===== config.mk =====
export PLATFORM = sky130hd
export DESIGN_NAME = gpe_port
export DESIGN_NICKNAME = d
export VERILOG_FILES = /design/src/common/gpe_pkg.sv /design/src/rtl/gpe_edge_filter.sv /design/src/rtl/gpe_port.sv /design/src/rtl/gpe_sync2.sv
export SDC_FILE = /design/constraint.sdc
export NUM_CORES = 1
export LEC_CHECK = 0
export ABC_AREA = 1
export BUFFER_PORTS_ARGS = -buffer_cell sky130_fd_sc_hd__buf_4
export CAP_MARGIN = 0
export CORE_MARGIN = 3
export CORE_UTILIZATION = 53
export DETAILED_ROUTE_END_ITERATION = 12
export GPL_ROUTABILITY_DRIVEN = 0
export PLACE_DENSITY = 0.76
export SETUP_SLACK_MARGIN = 0.02
export SYNTH_ARGS = -nofsm -noshare
export SYNTH_HDL_FRONTEND = slang
export SYNTH_HIERARCHICAL = 1
export SYNTH_SLANG_ARGS = --single-unit
export TNS_END_PERCENT = 20

===== constraint.sdc =====
create_clock -name REF_CLK -period 4.12 [get_ports REF_CLK]
set_input_delay 0.206 -clock REF_CLK [delete_from_list [all_inputs] [get_ports REF_CLK]]
set_output_delay 0.206 -clock REF_CLK [all_outputs]
set_load 0.01 [all_outputs]

===== src/common/gpe_pkg.sv =====
// Purpose: Shared constants and types for the GPIO edge-interrupt port.
// Assumes: One eight-pin interrupt-capable port, 8-bit register port.
// Notes:   Offsets are word indices on the plain register port.

// ==========================================================
// Package
package gpe_pkg;

    // Port width
    localparam int         NPIN = 8;

    // Register offsets
    localparam logic [3:0] ADDR_DATA   = 4'h0;
    localparam logic [3:0] ADDR_INPUT  = 4'h1;
    localparam logic [3:0] ADDR_DIR    = 4'h2;
    localparam logic [3:0] ADDR_RDRV   = 4'h3;
    localparam logic [3:0] ADDR_PULLEN = 4'h4;
    localparam logic [3:0] ADDR_POL    = 4'h5;
    localparam logic [3:0] ADDR_IEN    = 4'h6;
    localparam logic [3:0] ADDR_FLAG   = 4'h7;
    localparam logic [3:0] ADDR_DIEN   = 4'h8;
    localparam logic [3:0] ADDR_STAT   = 4'h9;

    // Values after reset
    localparam logic [7:0] RST_ZERO = 8'h00;
    localparam logic [7:0] RST_DIEN = 8'hFF;

    // Status bit positions
    localparam int         STAT_IRQ  = 0;
    localparam int         STAT_RC   = 1;
    localparam int         STAT_WAKE = 2;

    // Glitch filter: consecutive samples per level
    localparam logic [2:0] FILT_CNT = 3'h4;

    // Stop-mode pulse limits, set by the RC oscillator period
    localparam int         STOP_IGNORE_NS = 3200;
    localparam int         STOP_VALID_NS  = 10000;

    typedef logic [7:0] gpe_byte_t;

    // Per-pin configuration, one bit per pin in each field
    typedef struct packed {
        gpe_byte_t dir;
        gpe_byte_t out;
        gpe_byte_t rdrv;
        gpe_byte_t pull_en;
        gpe_byte_t pol;
        gpe_byte_t irq_en;
        gpe_byte_t dien;
    } gpe_cfg_s;

endpackage : gpe_pkg


===== src/rtl/gpe_edge_filter.sv =====
// Purpose: Per-pin glitch filter that qualifies one edge.
// Assumes: act is already polarity-corrected, smp marks a sample.
// Notes:   A short return to passive does not lose the passive history.

`timescale 1ns/1ps

// ==========================================================
// Edge filter
module gpe_edge_filter
    import gpe_pkg::*;
(
    input  wire logic clk,
    input  wire logic rst_n,
    input  wire logic smp,
    input  wire logic act,
    input  wire logic arm,
    output logic      edge_o
);

    logic [2:0] pas_q;
    logic [2:0] acc_q;
    logic       hit;

    // Fourth active sample after four passive ones
    assign hit = smp && act && (pas_q == FILT_CNT) && (acc_q == FILT_CNT - 3'h1); // [RL13]

    // Passive run counter, saturates at the threshold
    always_ff @(posedge clk or negedge rst_n) begin
        if (!rst_n) begin
            pas_q <= 3'h0;
        end else if (smp) begin
            if (hit) begin
                pas_q <= 3'h0;
            end else if (!act) begin
                pas_q <= (pas_q == FILT_CNT) ? pas_q : pas_q + 3'h1;
            end else if (pas_q != FILT_CNT) begin
                pas_q <= 3'h0;
            end
        end
    end

    // Active run counter; three samples never reach a hit
    always_ff @(posedge clk or negedge rst_n) begin
        if (!rst_n) begin
            acc_q <= 3'h0;
        end else if (smp) begin
            if (!act || hit || pas_q != FILT_CNT) begin
                acc_q <= 3'h0; // [RL14]
            end else begin
                acc_q <= acc_q + 3'h1;
            end
        end
    end

    // Registered edge, only while the pin interrupt is on
    always_ff @(posedge clk or negedge rst_n) begin
        if (!rst_n) begin
            edge_o <= 1'b0;
        end else begin
            edge_o <= hit && arm;
        end
    end
endmodule : gpe_edge_filter


===== src/rtl/gpe_port.sv =====
// Purpose: Eight-pin GPIO port with per-pin edge interrupts and wake-up.
// Assumes: Register port on REF_CLK; pad levels arrive asynchronously.
// Notes:   Stop-mode sampling runs from the RC tick, not the bus clock.

`timescale 1ns/1ps

// ==========================================================
// Top module
// Behaviour
// RL1: Polarity bit picks interrupt edge and also pull-up versus pull-down.
// RL2: With interrupt on, polarity 0 means falling edge, 1 rising edge.
// RL3: Input with pull enabled: polarity 0 pulls up, 1 down; outputs never pull.
// RL4: Output pin drives stored bit, reduced drive when its drive bit is 1.
// RL5: Only this eight-pin port has pin interrupts; other ports have none.
// RL6: Analog module enabled: digital drivers off and digital inputs read 1.
// RL7: After reset every pin is a general-purpose input.
// RL8: All registers are set or cleared by reset asynchronously.
// RL9: Eight pins, each with own enable and polarity, share one interrupt.
// RL10: Edge interrupts work on inputs with digital buffer enabled, or outputs.
// RL11: Interrupt request is high while any flag and its enable are set.
// RL12: Enabled pin edge interrupts wake the processor from stop and wait.
// RL13: Valid edge needs four passive samples then four active samples.
// RL14: Run/wait: three clocks ignored, four accepted; stop: RC-timed limits.
// RL15: Filters sample every bus clock in run and wait modes.
// RL16: In stop mode filters sample on the local RC oscillator instead.
// RL17: RC oscillator runs only while some enabled pin has its flag clear.
// RL18: An asynchronous path lets pin edges wake the part with clocks stopped.
// RL19: Direction 0 input, 1 output; writes ignored while a peripheral owns pin.
// RL20: Data read returns pin level for inputs, stored bit for outputs.
// RL21: Reads may lag a direction change by up to two bus cycles.
// RL22: Flag sets on filtered edge of selected polarity; software writes 1 to clear.
// RL23: Pin inputs pass a two-stage synchroniser before reads and edge detection.
module gpe_port
    import gpe_pkg::*;
(
    input  wire logic       REF_CLK,
    input  wire logic       RSTN,
    input  wire logic [3:0] ADDR,
    input  wire logic [7:0] WDATA,
    input  wire logic       WR,
    input  wire logic       RD,
    output logic      [7:0] RDATA,
    input  wire logic [7:0] PIN_IN,
    output logic      [7:0] PIN_OUT,
    output logic      [7:0] PIN_OE_N,
    output logic      [7:0] PIN_RDRV,
    output logic      [7:0] PIN_PULLUP,
    output logic      [7:0] PIN_PULLDN,
    input  wire logic [7:0] PERIPH_OWN,
    input  wire logic       ANALOG_EN,
    input  wire logic       STOP_MODE,
    input  wire logic       WAIT_MODE,
    input  wire logic       RC_TICK,
    output logic            RC_OSC_RUN,
    output logic            PORT_IRQ,
    output logic            WAKEUP
);

    // ==========================================================
    // Declarations
    gpe_cfg_s  cfg_q;
    gpe_byte_t flags_q;
    gpe_byte_t flags_d;
    gpe_byte_t pin_s;
    gpe_byte_t din;
    gpe_byte_t act;
    gpe_byte_t edges;
    gpe_byte_t drv;
    gpe_byte_t pull_on;
    gpe_byte_t clr_mask;
    gpe_byte_t rd_d;
    gpe_byte_t stat;
    logic      rc_s;
    logic      rc_prev_q;
    logic      rc_pulse;
    logic      smp;
    logic      async_hit;
    logic      wr_data;
    logic      wr_dir;
    logic      wr_rdrv;
    logic      wr_pull;
    logic      wr_pol;
    logic      wr_ien;
    logic      wr_flag;
    logic      wr_dien;

    // ==========================================================
    // Register port decode
    // Writes are single strobes, so the decode is a plain compare
    assign wr_data = WR && (ADDR == ADDR_DATA);
    assign wr_dir  = WR && (ADDR == ADDR_DIR);
    assign wr_rdrv = WR && (ADDR == ADDR_RDRV);
    assign wr_pull = WR && (ADDR == ADDR_PULLEN);
    assign wr_pol  = WR && (ADDR == ADDR_POL);
    assign wr_ien  = WR && (ADDR == ADDR_IEN);
    assign wr_flag = WR && (ADDR == ADDR_FLAG);
    assign wr_dien = WR && (ADDR == ADDR_DIEN);

    // ==========================================================
    // Configuration registers
    // Output data; stored even while the pin is an input
    always_ff @(posedge REF_CLK or negedge RSTN) begin
        if (!RSTN) begin
            cfg_q.out <= RST_ZERO; // [RL8]
        end else if (wr_data) begin
            cfg_q.out <= WDATA;
        end
    end

    // Direction; owned bits keep their value so a peripheral is not upset
    always_ff @(posedge REF_CLK or negedge RSTN) begin
        if (!RSTN) begin
            cfg_q.dir <= RST_ZERO; // [RL7] [RL8]
        end else if (wr_dir) begin
            cfg_q.dir <= (cfg_q.dir & PERIPH_OWN) | (WDATA & ~PERIPH_OWN); // [RL19]
        end
    end

    // Reduced drive select
    always_ff @(posedge REF_CLK or negedge RSTN) begin
        if (!RSTN) begin
            cfg_q.rdrv <= RST_ZERO; // [RL8]
        end else if (wr_rdrv) begin
            cfg_q.rdrv <= WDATA;
        end
    end

    // Pull device enable
    always_ff @(posedge REF_CLK or negedge RSTN) begin
        if (!RSTN) begin
            cfg_q.pull_en <= RST_ZERO; // [RL8]
        end else if (wr_pull) begin
            cfg_q.pull_en <= WDATA;
        end
    end

    // Polarity select, shared by pull choice and edge choice
    always_ff @(posedge REF_CLK or negedge RSTN) begin
        if (!RSTN) begin
            cfg_q.pol <= RST_ZERO; // [RL8]
        end else if (wr_pol) begin
            cfg_q.pol <= WDATA;
        end
    end

    // Pin interrupt enables; reset leaves every interrupt off
    always_ff @(posedge REF_CLK or negedge RSTN) begin
        if (!RSTN) begin
            cfg_q.irq_en <= RST_ZERO; // [RL7] [RL8]
        end else if (wr_ien) begin
            cfg_q.irq_en <= WDATA;
        end
    end

    // Digital input buffer enables
    always_ff @(posedge REF_CLK or negedge RSTN) begin
        if (!RSTN) begin
            cfg_q.dien <= RST_DIEN; // [RL8]
        end else if (wr_dien) begin
            cfg_q.dien <= WDATA;
        end
    end

    // ==========================================================
    // Pad control
    // Analog ownership overrides direction for the whole port
    assign drv        = cfg_q.dir & {8{~ANALOG_EN}}; // [RL6]
    assign PIN_OE_N   = ~drv; // [RL4] [RL19]
    assign PIN_OUT    = cfg_q.out; // [RL4]
    assign PIN_RDRV   = drv & cfg_q.rdrv; // [RL4]

    // Pulls only on inputs; polarity picks the direction of the pull
    assign pull_on    = ~cfg_q.dir & cfg_q.pull_en; // [RL3]
    assign PIN_PULLUP = pull_on & ~cfg_q.pol; // [RL1] [RL3]
    assign PIN_PULLDN = pull_on & cfg_q.pol; // [RL1] [RL3]

    // ==========================================================
    // Input path
    // Pads are asynchronous, so every use except the raw stop-mode wake path goes through two flops
    gpe_sync2 #(
        .W     (NPIN)
    ) u_pin_sync (
        .clk   (REF_CLK),
        .rst_n (RSTN),
        .d     (PIN_IN),
        .q     (pin_s)
    ); // [RL23] [RL21]

    // Buffer off or analog on reads as 1; outputs always see their pad
    assign din = ANALOG_EN ? 8'hFF : (pin_s | ~(cfg_q.dien | cfg_q.dir)); // [RL6] [RL10]

    // Active level per pin: polarity 1 means rising, 0 falling
    assign act = ~(din ^ cfg_q.pol); // [RL1] [RL2]

    // ==========================================================
    // Sample clocking
    // The RC tick comes from its own oscillator and is synchronised first
    gpe_sync2 #(
        .W     (1)
    ) u_rc_sync (
        .clk   (REF_CLK),
        .rst_n (RSTN),
        .d     (RC_TICK),
        .q     (rc_s)
    );

    // Edge detect on the synchronised tick
    always_ff @(posedge REF_CLK or negedge RSTN) begin
        if (!RSTN) begin
            rc_prev_q <= 1'b0;
        end else begin
            rc_prev_q <= rc_s;
        end
    end

    assign rc_pulse = rc_s & ~rc_prev_q;

    // Every bus clock outside stop, one sample per RC period inside it
    assign smp = !STOP_MODE || rc_pulse; // [RL15] [RL16] [RL14]

    // Oscillator runs only while an armed pin still waits for its edge
    assign RC_OSC_RUN = STOP_MODE && (|(cfg_q.irq_en & ~flags_q)); // [RL17]

    // ==========================================================
    // Per-pin filters
    // One filter per pin; all eight feed a single request line
    for (genvar i = 0; i < NPIN; i++) begin : g_pin // [RL9] [RL5]
        gpe_edge_filter u_filt (
            .clk    (REF_CLK),
            .rst_n  (RSTN),
            .smp    (smp),
            .act    (act[i]),
            .arm    (cfg_q.irq_en[i]),
            .edge_o (edges[i])
        );
    end

    // ==========================================================
    // Interrupt flags
    // Write-1-to-clear; an edge in the same cycle wins over the clear
    assign clr_mask = wr_flag ? WDATA : RST_ZERO;
    assign flags_d  = (flags_q & ~clr_mask) | edges; // [RL22]

    always_ff @(posedge REF_CLK or negedge RSTN) begin
        if (!RSTN) begin
            flags_q <= RST_ZERO; // [RL8]
        end else begin
            flags_q <= flags_d; // [RL22]
        end
    end

    // Shared request for the whole port
    assign PORT_IRQ = |(flags_q & cfg_q.irq_en); // [RL11] [RL5]

    // ==========================================================
    // Wake-up
    // Raw pad path: in stop the bus clock may be gone, so no flop sits here.
    // It only reports an active level; the filter still qualifies the edge.
    assign async_hit = STOP_MODE && !ANALOG_EN
                       && (|(cfg_q.irq_en & ~flags_q & ~(PIN_IN ^ cfg_q.pol))); // [RL18]

    assign WAKEUP = ((STOP_MODE || WAIT_MODE) && PORT_IRQ) || async_hit; // [RL12]

    // ==========================================================
    // Read path
    // Status gathers the port level state for polling software
    always_comb begin
        stat            = RST_ZERO;
        stat[STAT_IRQ]  = PORT_IRQ;
        stat[STAT_RC]   = RC_OSC_RUN;
        stat[STAT_WAKE] = WAKEUP;
    end

    // Data read follows direction; synchroniser delay shows as lag
    always_comb begin
        case (ADDR)
            ADDR_DATA:   rd_d = (cfg_q.dir & cfg_q.out) | (~cfg_q.dir & din); // [RL20] [RL21]
            ADDR_INPUT:  rd_d = din;
            ADDR_DIR:    rd_d = cfg_q.dir;
            ADDR_RDRV:   rd_d = cfg_q.rdrv;
            ADDR_PULLEN: rd_d = cfg_q.pull_en;
            ADDR_POL:    rd_d = cfg_q.pol;
            ADDR_IEN:    rd_d = cfg_q.irq_en;
            ADDR_FLAG:   rd_d = flags_q;
            ADDR_DIEN:   rd_d = cfg_q.dien;
            ADDR_STAT:   rd_d = stat;
            default:     rd_d = RST_ZERO;
        endcase
    end

    // Read data stands for one cycle only, zero otherwise
    always_ff @(posedge REF_CLK or negedge RSTN) begin
        if (!RSTN) begin
            RDATA <= RST_ZERO;
        end else begin
            RDATA <= RD ? rd_d : RST_ZERO;
        end
    end
endmodule : gpe_port


===== src/rtl/gpe_sync2.sv =====
// Purpose: Two-flop synchroniser for asynchronous inputs.
// Assumes: Inputs are quasi-static compared with the clock.
// Notes:   First stage feeds only the second stage.

`timescale 1ns/1ps

// ==========================================================
// Synchroniser
module gpe_sync2 #(
    parameter int W = 8
) (
    input  wire logic         clk,
    input  wire logic         rst_n,
    input  wire logic [W-1:0] d,
    output logic      [W-1:0] q
);

    logic [W-1:0] meta_q;

    // Two stages; values lag the pin by two edges
    always_ff @(posedge clk or negedge rst_n) begin
        if (!rst_n) begin
            meta_q <= '0;
            q      <= '0;
        end else begin
            meta_q <= d;
            q      <= meta_q;
        end
    end

endmodule : gpe_sync2

After elaboration in Yosys (flattened, before gate mapping)
Cells that the tools add are included.

storage, ports and cells
  register bits = 147
  input port bits = 36
  output and inout port bits = 51
  word-level logic and storage cells = 264

cells by class
  $add $sub $neg = 16
  equality and inequality tests = 49
  mux-type cells = 44
  bitwise gates (word level) = 32
  reduce and logical (&&, ||, !) cells = 85

operator list
  cell                                                  number
  2-to-1 mux 3 bit                                      40
  bitwise AND 8 bit                                     13
  one-hot mux 8 bit (10 select lines)                   1
  inverter 8 bit                                        9
  adder 3 x 1 -> 3 bit (second input constant)          16
  logical AND 1 bit                                     44
  OR 8 bit                                              5
  equality test 3 x 2 -> 1 bit (second input constant)  8
  equality test 3 bit (second input constant)           8
  2-to-1 mux 8 bit                                      3
  != test 3 x 1 -> 1 bit (second input constant)        8
  != test 3 x 2 -> 1 bit (second input constant)        8
  != test 3 bit (second input constant)                 8
  AND reduction 3 bit                                   8
  OR reduction 8 bit                                    3
  logical OR 1 bit                                      19
  equality test 4 x 3 -> 1 bit (second input constant)  4
  XOR 8 bit                                             2
  logical NOT 1 bit                                     10
  equality test 4 x 2 -> 1 bit (second input constant)  2
  equality test 4 bit (second input constant)           2
  equality test 4 x 1 -> 1 bit (second input constant)  1
  logical NOT 4 bit                                     1
  inverter 1 bit                                        2
  bitwise AND 1 bit                                     1

Logic depth before layout (Yosys ltp)
Gate-level depths: netlist of the first run.

  depth in word-level cells = 12
  gate-level depth with buffers = 11
  mapped depth without buffers = 11

Modules after synthesis
The synthesis of the first run kept the hierarchy.

by module, submodules not included
  module                   times used  cells an instance  area an instance (um^2)  seq. area each (um^2)
  gpe_port                 1           563                4144.0                   1836.8
  gpe_edge_filter          8           47                 379.1                    175.2
  gpe_sync2 at u_pin_sync  1           16                 400.4                    400.4
  gpe_sync2 at u_rc_sync   1           2                  50.0                     50.0

Worst setup path before layout of the first run
OpenSTA, ideal clock, no wires.

  kind = register to register
  start point = register rc_prev_q
  end point = register g_pin[0].u_filt.pas_q[0]
  setup time = 0.130 ns
  data arrival time = 3.952 ns
  required time = 3.990 ns
  setup slack = 0.037 ns
  cell stages (with the launch flop) = 5
  path buffers = 0
  clock period less this slack = 4.083 ns
  cell sequence = dfrtp_1 -> o21ai_0 -> nand3_1 -> nand3_1 -> o21ai_1

on the way
  cells in the longest elaborated chain, start to end = 8
  elaborated cells on any way between the ends = 10
  classes of those cells = 2 x eq/ne; 1 x mux; 2 x bitwise; 5 x reduce/logical

ends and longest elaborated chain
  what                                                                        RTL line               RTL
  start, declared                                                             gpe_port.sv:74         logic rc_prev_q;
  start signal, assigned                                                      gpe_port.sv:212        rc_prev_q <= rc_s;
  inverter 1 bit *                                                            gpe_port.sv:216        assign rc_pulse = rc_s & ~rc_prev_q;
  bitwise AND 1 bit *                                                         gpe_port.sv:216
  logical OR 1 bit *                                                          gpe_port.sv:219        assign smp = !STOP_MODE || rc_pulse;
  net smp                                                                     gpe_port.sv:76         logic smp;
  logical AND 1 bit (3 in a row)                                              gpe_edge_filter.sv:25  assign hit = smp && act && (pas_q == FILT_CNT) && (acc_q == FILT_CNT - 3'h1);
  != test 3 x 1 -> 1 bit (no line) or != test 3 x 2 -> 1 bit (tied branches)  -
  AND reduction 3 bit (no line)                                               -
  end signal, assigned                                                        gpe_edge_filter.sv:35  pas_q <= (pas_q == FILT_CNT) ? pas_q : pas_q + 3'h1;
  end, declared                                                               gpe_edge_filter.sv:20  logic [2:0] pas_q;

Mark *: on every way through the listed nets, which the timed path passes. The rest lies on a longest branch.
A chain may end at the register's enable or synchronous reset.

Worst setup path after layout of the first run
  start point = register cfg_q[14] in the netlist's numbering
  end point = output port WAKEUP

on the way
  cells in the longest elaborated chain, start to end = 5
  elaborated cells on any way between the ends = 8
  classes of those cells = 3 x bitwise; 5 x reduce/logical

ends and longest elaborated chain
  what                            RTL line         RTL
  start, declared                 gpe_port.sv:61   gpe_cfg_s cfg_q;
  bitwise AND 8 bit (2 in a row)  gpe_port.sv:260  && (|(cfg_q.irq_en & ~flags_q & ~(PIN_IN ^ cfg_q.pol)));
  OR reduction 8 bit              gpe_port.sv:260
  logical AND 1 bit               gpe_port.sv:260
  logical OR 1 bit *              gpe_port.sv:262  assign WAKEUP = ((STOP_MODE || WAIT_MODE) && PORT_IRQ) || async_hit;
  end, declared                   gpe_port.sv:56   output logic WAKEUP

Mark *: on every way between the ends. The rest lies on a longest branch, timed or not.

==> results of run 1 <==
## layout make-up
| class | instances | area share (%) |
|---|---|---|
| clock inverters | 11 | 1.23 |
| flip-flops and latches | 147 | 40.4 |
| well taps | 180 | 2.47 |
| clock buffers | 21 | 4.94 |
| multi-input cells | 642 | 35.5 |
| repair buffers | 106 | 9.23 |
| inverters | 151 | 6.21 |
## path summary, 6_finish.rpt
path	from	endpoint	slack (ns)	depth (start not counted)
max	cfg_q[14]	WAKEUP	2.03	9
min	WDATA[7]	register	0.02	3
max reg2reg	cfg_q[3]	g_pin[3].u_filt/acc_q[0]	2.25	7
min reg2reg	u_pin_sync/meta_q[2]	u_pin_sync/q[2]	0.35	0
max in group asynchronous	RSTN	cfg_q[5]	2.78	3
min in group asynchronous	RSTN	PIN_OUT[3]	0.38	2
## critical path, cell delays in order (launching register included)
cell     delay (ns)
dfrtp_1        0.38
inv_1          0.08
nor2_1         0.25
nand3_1        0.20
nand2_1        0.12
nor2_1         0.05
nand2_1        0.11
nand2_1        0.07
nand2_1        0.09
buf_4          0.13
## per-layer routing
metal | up-vias | GRT usage, % | part of all wire (%)
li1 | 3283 | - | -
met3 | 37 | 6.62 | 7.4
met5 | - | 0 | 0
met2 | 249 | 41.9 | 49
met4 | 0 | 7.44 | 1.9
met1 | 3186 | 32.9 | 42
## cells in the mapped netlist
library cell | count | area share [%]
nor3_2 | 1 | 0.13
o2111ai_1 | 2 | 0.23
nand3_1 | 63 | 4.1
or2_0 | 16 | 1.3
xor2_1 | 8 | 0.92
o211ai_1 | 5 | 0.49
inv_2 | 15 | 0.74
dfstp_2 | 8 | 2.8
nor2_8 | 1 | 0.26
nand2_2 | 8 | 0.66
or2_2 | 1 | 0.082
o21bai_1 | 5 | 0.49
o21ai_0 | 67 | 4.4
o22ai_1 | 17 | 1.4
dfrtp_1 | 139 | 46
clkinv_1 | 1 | 0.049
inv_1 | 135 | 6.6
nand2_1 | 229 | 11
buf_2 | 1 | 0.066
nor3_1 | 32 | 2.1
o21ai_1 | 50 | 3.3
nand2_4 | 2 | 0.30
ha_1 | 32 | 5.2
nor2_1 | 86 | 4.2
buf_4 | 9 | 0.89
clkbuf_1 | 1 | 0.049
nand4_1 | 3 | 0.25
buf_6 | 6 | 0.89
nor2_2 | 4 | 0.33
a21oi_1 | 8 | 0.52
nor2_4 | 2 | 0.30
## state kept, by name, summed over array words and instances (netlist names), named ones only
register / count
RDATA: 8
u_pin_sync/q: 8
flags_q: 8
cfg_q: 40
u_pin_sync/meta_q: 8
g_pin.u_filt/edge_o: 8
u_rc_sync/q: 1
g_pin.u_filt/acc_q: 24
u_rc_sync/meta_q: 1
PIN_OUT: 8
g_pin.u_filt/pas_q: 24
rc_prev_q: 1
## metrics by stage
step / setup WS [ns] / area [um2] / cells
3_3_place_gp: 2.35 / 8390 / 1209
5_1_grt: 1.92 / 9130 / 1258
2_1_floorplan: 0.0375 / 7630 / 957
3_5_place_dp: 2.31 / 8390 / 1209
4_1_cts: 2.06 / 9130 / 1258
6_report: 2.03 / 9130 / 1258
## power breakdown
| group | total [mW] | internal [mW] | leakage (nW) | switching (mW) |
|---|---|---|---|---|
| sequential | 1.95 | 1.70 | 1.86 | 0.241 |
| clock | 1.49 | 0.899 | 0.272 | 0.590 |
| combinational | 1.05 | 0.416 | 2.49 | 0.636 |
| total | 4.49 | 3.02 | 4.62 | 1.47 |
## layout by cell type (no fill, tap or decap), drive strengths merged
| cell | instances |
|---|---|
| nand3 | 63 |
| or2 | 17 |
| nor3 | 33 |
| o22ai | 17 |
| buf | 89 |
| clkbuf | 21 |
| nor2 | 93 |
| o211ai | 5 |
| a21oi | 8 |
| dfrtp | 139 |
| xor2 | 8 |
| inv | 150 |
| nand4 | 3 |
| o21ai | 117 |
| o2111ai | 2 |
| dfstp | 8 |
| o21bai | 5 |
| dlygate4sd3 | 17 |
| clkinvlp | 3 |
| bufinv | 2 |
| nand2 | 239 |
| clkinv | 7 |
| ha | 32 |
## logic make-up after synthesis
logic type | Yosys count | synth area share, %
flip-flops | 147 | 48.4
adder cells (fa/ha/maj) | 32 | 5.25
buffers and inverters | 168 | 9.32
XOR/XNOR | 8 | 0.919
AO/OA/AOI/OAI | 154 | 10.8
AND/OR/NAND/NOR | 448 | 25.3
## what timing repair did
item | CTS | global route
hold buffers | 17 | 0
setup buffers | 0 | 0
endpoints found under the hold margin | 94 | 0
==> run summary, run 1 <==
Detailed placer's ending HPWL = 14400 um
I/O pin total = 87
Chip Width = 126 um
Initial antenna violation count = 0
Synthesized Nets = 1025
Worst Setup Start Kind = register
Worst-skew pair later-pin latency = 0.42 ns
Fillers = 1184
Reg clk slew, reported paths = 0.06 ns
Total of max-cap violations = 0
DRT antenna net count = 0
Share of cells above drive strength 1 = 14.9%
Initial Util = 54.5%
CP endpoint kind = output port
Final hold vios = 0
Clock tree buffer depth = 2
Antenna diode count = 0
Largest net degree at the start of global routing = 85
Post-Syn Instances = 957
Count of input and output buffers = 86
Vias in the first global route = 6468
VDD IR max = 0.341 mV
Core ar. = 0.0140 mm2
Detailed Route Iter0 Violations = 575
Total gr overflow = 0
Setup TNS = 0 ns
Wire length per cell = 15.5 um
Post-Route WL = 19500 um
Outcome = finished clean
Post-cts sizing count = 0
Synthesized cell area = 0.00763 mm2
Area grow syn2layout = 19.6%
Max FO, Critical Path = 3
Tcrit/Tclk final = 50.8%
Sequential Area = 0.00369 mm2
Synth warn = 6
Min-Delay Path Class = input pin to register
Arr. time, crit path = 1.89 ns
Final net count = 1133
Avg Cell Area, Syn = 7.97 um2
Flops & latches, synth = 147
Sequential share of the synthesized area = 48.4%
First-pass GRT wire length = 31800 um
Max Fclk = 478 MHz
CP Class = register to output port
Pre-antenna DRT Iters = 5
Die ar. = 0.0159 mm2
Final setup fails = 0
Slew Limit Fails = 0
Final Core Density = 65.2%
Cts bufs inserted = 17
Least-Margin Pin Slew = 0.767 ns
Residual DRC = 0
RSZ-0062 raised after global routing = no
Slew HR = 48.9%
FP Rows = 43
Clock Root Buffer = clkbuf_16
H-tree levels = 4
Min Tclk post-route = 2.09 ns
Hold slack final = 0.0164 ns
Clk_skew = 0.00753 ns
GR Util All Layers = 25.3%
Die Ht = 126 um
Multi-input logic area = 0.00324 mm2
Via count = 6755
CTS tree = built
Netlist cell types = 31
Leakage = 4.62 nW
CP required = 3.91 ns
Via density = 5.37
Pwr/cell area = 492 mW/mm2
Final Power = 4.49 mW
Clock sink count = 147
(Power assumes the default switching activity.)
==> inputs of run 2 (changes only) <==
--- a/config.mk
+++ b/config.mk
@@ -5,14 +5,14 @@
 export SDC_FILE = /design/constraint.sdc
 export NUM_CORES = 1
 export LEC_CHECK = 0
-export ABC_AREA = 1
+export ABC_AREA = 0
 export BUFFER_PORTS_ARGS = -buffer_cell sky130_fd_sc_hd__buf_4
 export CAP_MARGIN = 0
 export CORE_MARGIN = 3
-export CORE_UTILIZATION = 53
+export CORE_UTILIZATION = 54
 export DETAILED_ROUTE_END_ITERATION = 12
 export GPL_ROUTABILITY_DRIVEN = 0
-export PLACE_DENSITY = 0.76
+export PLACE_DENSITY = 0.77
 export SETUP_SLACK_MARGIN = 0.02
 export SYNTH_ARGS = -nofsm -noshare
 export SYNTH_HDL_FRONTEND = slang
==> constraint.sdc (replaced) <==
create_clock -name REF_CLK -period 1.9 [get_ports REF_CLK]
set_input_delay 0.095 -clock REF_CLK [delete_from_list [all_inputs] [get_ports REF_CLK]]
set_output_delay 0.095 -clock REF_CLK [all_outputs]
set_load 0.01 [all_outputs]
==> run summary, run 2 <==
Largest Register = cfg_q
VDD IR max = 0.688 mV (+100%)
Via count = 6377 (-5.6%)
Leakage = 4.53 nW (-1.9%)
Initial Util = 56.3% (+1.8 points)
CTS tree = built
Pre-antenna DRT Iters = 5 (unchanged)
Total gr overflow = 0 (unchanged)
Worst Setup Start Kind = register
CP endpoint kind = output port
Synthesized Nets = 801 (-22%)
First-pass GRT wire length = 33700 um (+6.0%)
Chip Width = 128 um (+1.4%)
Fraction of registers with async set/reset = 100% (unchanged)
Min-Delay Path Class = input pin to register
Most used DFF post-synth = dfrtp_1
Core ar. = 0.0142 mm2 (+1.5%)
Via density = 5.99 (+12%)
Final setup fails = 2 (+2)
Final Core Density = 69.4% (+4.1 points)
Die ar. = 0.0163 mm2 (+2.7%)
Failing checks = negative setup slack
Share of the synthesized area in the top cell type = 43.5% (-2.1 points)
Outcome = complete, but fails checks
FP Rows = 43 (unchanged)
Avg Cell Area, Syn = 10.9 um2 (+37%)
Clk_skew = 0.00800 ns (+0.000465 ns)
Synthesized cell area = 0.00800 mm2 (+4.8%)
Synth warn = 6 (unchanged)
Tcrit/Tclk final = 106%
Reg clk slew, reported paths = 0.06 ns (about the same)
Clock Root Buffer = clkbuf_16
Clock sink count = 147 (unchanged)
Final net count = 941 (-17%)
Max Fclk = 498 MHz
Final hold vios = 0 (unchanged)
DRT antenna net count = 0 (unchanged)
Sequential share of the synthesized area = 46.1% (-2.2 points)
Initial antenna violation count = 0 (unchanged)
Largest net degree at the start of global routing = 49 (-42%)
Post-Syn Instances = 733 (-23%)
Pwr/cell area = 1150 mW/mm2 (+130%)
Arr. time, crit path = 1.91 ns (+0.02 ns)
Slew HR = 63.1% (+14 points)
CP required = 1.80 ns (-2.11 ns)
Flops & latches, synth = 147 (unchanged)
GR Util All Layers = 26.4% (+1.1 points)
Vias in the first global route = 6547 (+1.2%)
Antenna diode count = 0 (unchanged)
Area grow syn2layout = 23.2%
Share of cells above drive strength 1 = 30.8% (+16 points)
Post-synth EDFFs = 0 (unchanged)
Min Tclk post-route = 2.01 ns
Least-Margin Pin Slew = 0.553 ns (-0.214 ns)
Die Ht = 128 um (+1.4%)
Detailed Route Iter0 Violations = 625 (+8.7%)
Worst r2r path cells = 6 (-1)
Netlist cell types = 68 (+120%)
Wire length per cell = 19.3 um (+24%)
I/O pin total = 87 (unchanged)
Synth top cells by count = dfrtp_1, inv_1, mux2_2
Max FO, Critical Path = 4 (+1)
Cts bufs inserted = 17 (unchanged)
Place WS = 0.0974 ns (-2.21 ns)
Synth area leaders = dfrtp_1, mux2_2, ha_1
Count leader, synth = dfrtp_1
Count of input and output buffers = 86 (unchanged)
Hold Path Depth = 3 (unchanged)
H-tree levels = 4 (unchanged)
Leading area contributor after synthesis = dfrtp_1
Detailed placer's ending HPWL = 14500 um (+1.0%)
Worst-skew pair later-pin latency = 0.42 ns (about the same)
Total of max-cap violations = 0 (unchanged)
Most frequent cells in the layout = dfrtp_1, buf_4, inv_1
PnR worst setup slack = -0.109 ns (-2.14 ns)
Most common cell after layout, fill and taps aside = dfrtp_1
Largest regs = cfg_q (40), g_pin.u_filt/acc_q (24), g_pin.u_filt/pas_q (24)
Post-Route WL = 20600 um (+5.3%)
Slew Limit Fails = 0 (unchanged)
CP Class = register to output port
Residual DRC = 0 (unchanged)
RSZ-0062 raised after global routing = yes
Clock tree buffer depth = 2 (unchanged)
Max reg flops = 40 (unchanged)
==> run 2: area by class of cell <==
class                   instances  area (um2)
well taps                     180         225
flip-flops and latches        147        3700
repair buffers                153        1270
inverters                      66         248
fillers                      1048        4350
clock buffers                  24         462
multi-input cells             488        3840
clock inverters                 7         110
==> run 2: kinds of logic (layout without fill, tap and decap cells) <==
| family | after synthesis | count (layout) | share of synthesized area [%] |
|---|---|---|---|
| compound gates | 159 | 159 | 14.0 |
| xor+xnor | 16 | 16 | 1.75 |
| fa+ha+maj | 32 | 32 | 5.01 |
| buf+inv | 98 | 250 | 6.45 |
| flops | 147 | 147 | 46.1 |
| mux | 74 | 74 | 10.7 |
| simple gates | 207 | 207 | 15.9 |
==> run 2: path summary, 6_finish.rpt <==
path,startpoint,endpoint,slack (ns)
hold / removal,PERIPH_OWN[0],register,0.02
hold reg to reg,u_pin_sync/meta_q[7],u_pin_sync/q[7],0.35
min in group asynchronous,RSTN,g_pin[2].u_filt/acc_q[1],0.15
setup reg to reg,cfg_q[0],g_pin[0].u_filt/acc_q[1],0.10
max in group asynchronous,RSTN,cfg_q[4],1.05
setup / recovery,flags_q[1],WAKEUP,-0.11
==> run 2: metrics by stage <==
stage / cells / total power, mW / hold slack (ns) / cell area (um2) / TNS (ns)
3_5_place_dp: 1005 / 7.93 / 0.0317 / 8950 / 0
6_report: 1065 / 11.4 / 0.0243 / 9850 / -0.115
4_1_cts: 1065 / 11.4 / 0.0128 / 9840 / -0.0652
3_3_place_gp: 1005 / 7.63 / 0.0292 / 8950 / 0
5_1_grt: 1065 / 12.0 / 0.0154 / 9850 / -0.249
2_1_floorplan: 733 / 6.77 / -0.201 / 8000 / 0
==> run 2: worst max-delay path, cell delays in order (launching register included) <==
cell      delay (ns)
dfrtp_1         0.43
and2b_2         0.28
a22oi_2         0.20
a41oi_2         0.13
a21boi_2        0.24
inv_1           0.09
buf_6           0.13
==> run 2: per-layer routing <==
metal | up-vias | GRT usage, % | part of all wire (%)
li1 | 2885 | - | -
met1 | 3158 | 35.1 | 41
met2 | 280 | 42.1 | 49
met3 | 54 | 5.21 | 7.0
met4 | 0 | 11.9 | 3.1
met5 | - | 0 | 0
==> run 2: what timing repair did <==
| action | CTS | global route |
|---|---|---|
| hold buffers | 24 | 0 |
| pin swaps | 5 | 0 |
| gates resized for setup | 16 | 3 |
| endpoints found under the hold margin | 192 | 0 |
| buffers inserted | 5 | 0 |
| setup endpoints to repair | 2 | 8 |
==> run 2: power breakdown <==
group	switching (mW)	internal (mW)	total [mW]
combinational	1.77	1.79	3.56
sequential	0.696	3.80	4.50
clock	1.22	2.08	3.30
==> inputs of run 3 (changes only) <==
--- a/config.mk
+++ b/config.mk
@@ -12,6 +12,7 @@
 export CORE_UTILIZATION = 54
 export DETAILED_ROUTE_END_ITERATION = 12
 export GPL_ROUTABILITY_DRIVEN = 0
+export MAX_ROUTING_LAYER = met4
 export PLACE_DENSITY = 0.77
 export SETUP_SLACK_MARGIN = 0.02
 export SYNTH_ARGS = -nofsm -noshare
==> run summary, run 3 (synthesized netlist as in run 2, its figures left out) <==
Detailed Route Iter0 Violations = 587 (-6.1%)
Max Fclk = 498 MHz (about the same)
Initial antenna violation count = 0 (unchanged)
Final non-filler cell total = 1065 (unchanged)
Max FO, Critical Path = 4 (unchanged)
Clock sink count = 147 (unchanged)
Worst Setup Start Kind = register
WL met3 = 1310 um (-8.9%)
Top sig layer = met4
Reg clk slew, reported paths = 0.06 ns (about the same)
Cts bufs inserted = 17 (unchanged)
Place WS = 0.0974 ns (unchanged)
Pre-antenna DRT Iters = 5 (unchanged)
Min-Delay Path Class = input pin to register
Share of cells above drive strength 1 = 30.8% (unchanged)
Arr. time, crit path = 1.91 ns (about the same)
I/O pin total = 87 (unchanged)
Clock tree buffer depth = 2 (unchanged)
Largest Register = cfg_q
Failing checks = negative setup slack
Via count = 6376 (-0.016%)
Vias in the first global route = 6555 (+0.12%)
DRT antenna net count = 0 (unchanged)
Detailed placer's ending HPWL = 14500 um (unchanged)
Antenna diode count = 0 (unchanged)
Hold slack final = 0.0271 ns (+0.00286 ns)
Largest net degree at the start of global routing = 49 (unchanged)
Pwr/cell area = 1150 mW/mm2 (about the same)
Initial Util = 56.3% (unchanged)
Most common cell after layout, fill and taps aside = dfrtp_1
Area grow syn2layout = 23.2% (unchanged)
Count of input and output buffers = 86 (unchanged)
First-pass GRT wire length = 33700 um (about the same)
RSZ-0062 raised after global routing = yes
Clock power frac = 29.1% (about the same)
Final Power = 11.4 mW (about the same)
Cell Int Power = 7.68 mW (about the same)
Met1 wire length = 8510 um (+0.12%)
Total of max-cap violations = 0 (unchanged)
CP required = 1.80 ns (about the same)
Core ar. = 0.0142 mm2 (unchanged)
VDD IR max = 0.690 mV (+0.27%)
Placed Cells = 1005 (unchanged)
Outcome = complete, but fails checks
PnR worst setup slack = -0.107 ns (+0.00174 ns)
GR Util All Layers = 27.1% (+0.70 points)
CP endpoint kind = output port
Final setup fails = 2 (unchanged)
Largest regs = cfg_q (40), g_pin.u_filt/acc_q (24), g_pin.u_filt/pas_q (24)
Final net count = 941 (unchanged)
Slew Limit Fails = 0 (unchanged)
FP Rows = 43 (unchanged)
Leakage = 4.53 nW (unchanged)
Least-Margin Pin Slew = 0.544 ns (-0.00900 ns)
H-tree levels = 4 (unchanged)
CP Launch Point = flags_q[1]
Worst-skew pair later-pin latency = 0.43 ns (about the same)
CTS tree = built
Wire length per cell = 19.2 um (-0.28%)
R2r startpoint = cfg_q[0]
Chip Width = 128 um (unchanged)
Die Ht = 128 um (unchanged)
Clock Root Buffer = clkbuf_16
Psw = 3.68 mW (about the same)
Residual DRC = 0 (unchanged)
Final hold vios = 0 (unchanged)
Post-Route WL = 20500 um (-0.28%)
Met2 wire len = 9970 um (-0.12%)
Slew HR = 63.7% (+0.60 points)
Tcrit/Tclk final = 106% (about the same)
Die ar. = 0.0163 mm2 (unchanged)
Setup TNS = -0.126 ns (-0.0106 ns)
HP Start = PERIPH_OWN[2]
Final instance area = 0.00985 mm2 (unchanged)
Total gr overflow = 0 (unchanged)
Min Tclk post-route = 2.01 ns (-0.00174 ns)
Area post-placement = 0.00895 mm2 (unchanged)
Via density = 5.99 (about the same)
Net Sw Frac = 32.4% (about the same)
Most frequent cells in the layout = dfrtp_1, buf_4, inv_1
Comb power frac = 31.3% (about the same)
Clk_skew = 0.00803 ns (+0.0000275 ns)
Final Core Density = 69.4% (unchanged)
CP Class = register to output port
Flop pwr share = 39.6% (about the same)
Max reg flops = 40 (unchanged)
run 3: cell counts in the layout (fill, tap and decap cells not counted):
No cell type changed its count.
run 3: per-layer routing:
| metal | vias up | track usage (%) |
|---|---|---|
| li1 | 2884 | - |
| met1 | 3163 | 35.2 |
| met2 | 265 | 42.1 |
| met3 | 64 | 4.88 |
| met4 | 0 | 11.7 |
| met5 | - | - |
run 3: worst paths after layout:
check	endpoint	slack, ns	depth (start not counted)
min in group asynchronous	g_pin[2].u_filt/acc_q[1]	0.15	2
max reg2reg	g_pin[0].u_filt/acc_q[1]	0.10	6
min reg2reg	u_pin_sync/q[7]	0.35	0
min	register	0.03	3
max	WAKEUP	-0.11	6
max in group asynchronous	cfg_q[4]	1.05	3
run 3: layout make-up:
type | count | area, um2
clock buffers | 24 | 462
fillers | 1048 | 4350
clock inverters | 7 | 110
multi-input cells | 488 | 3840
flip-flops and latches | 147 | 3700
repair buffers | 153 | 1270
inverters | 66 | 248
well taps | 180 | 225
run 3: repair_timing:
action | 4_1_cts | 5_1_grt
pin swaps | 5 | 0
resized for setup | 16 | 3
endpoints found under the hold margin | 192 | 0
buffers inserted | 5 | 0
hold buffers | 24 | 0
endpoints found under the setup margin | 2 | 8
cloned | 0 | 0
run 3: worst max-delay path, cell delays in order, from the launching register on:
cell	delay, ns
dfrtp_1	0.42
and2b_2	0.28
a22oi_2	0.20
a41oi_2	0.13
a21boi_2	0.24
inv_1	0.09
buf_6	0.13
run 3: power by group through the flow:
stage	registers [mW]	clock network, mW	logic [mW]
floorplan	4.33	0	2.44
global placement	4.47	0	3.16
detailed placement	4.55	0	3.38
CTS	4.48	3.36	3.55
global route	4.61	3.50	3.91
finish	4.50	3.30	3.56
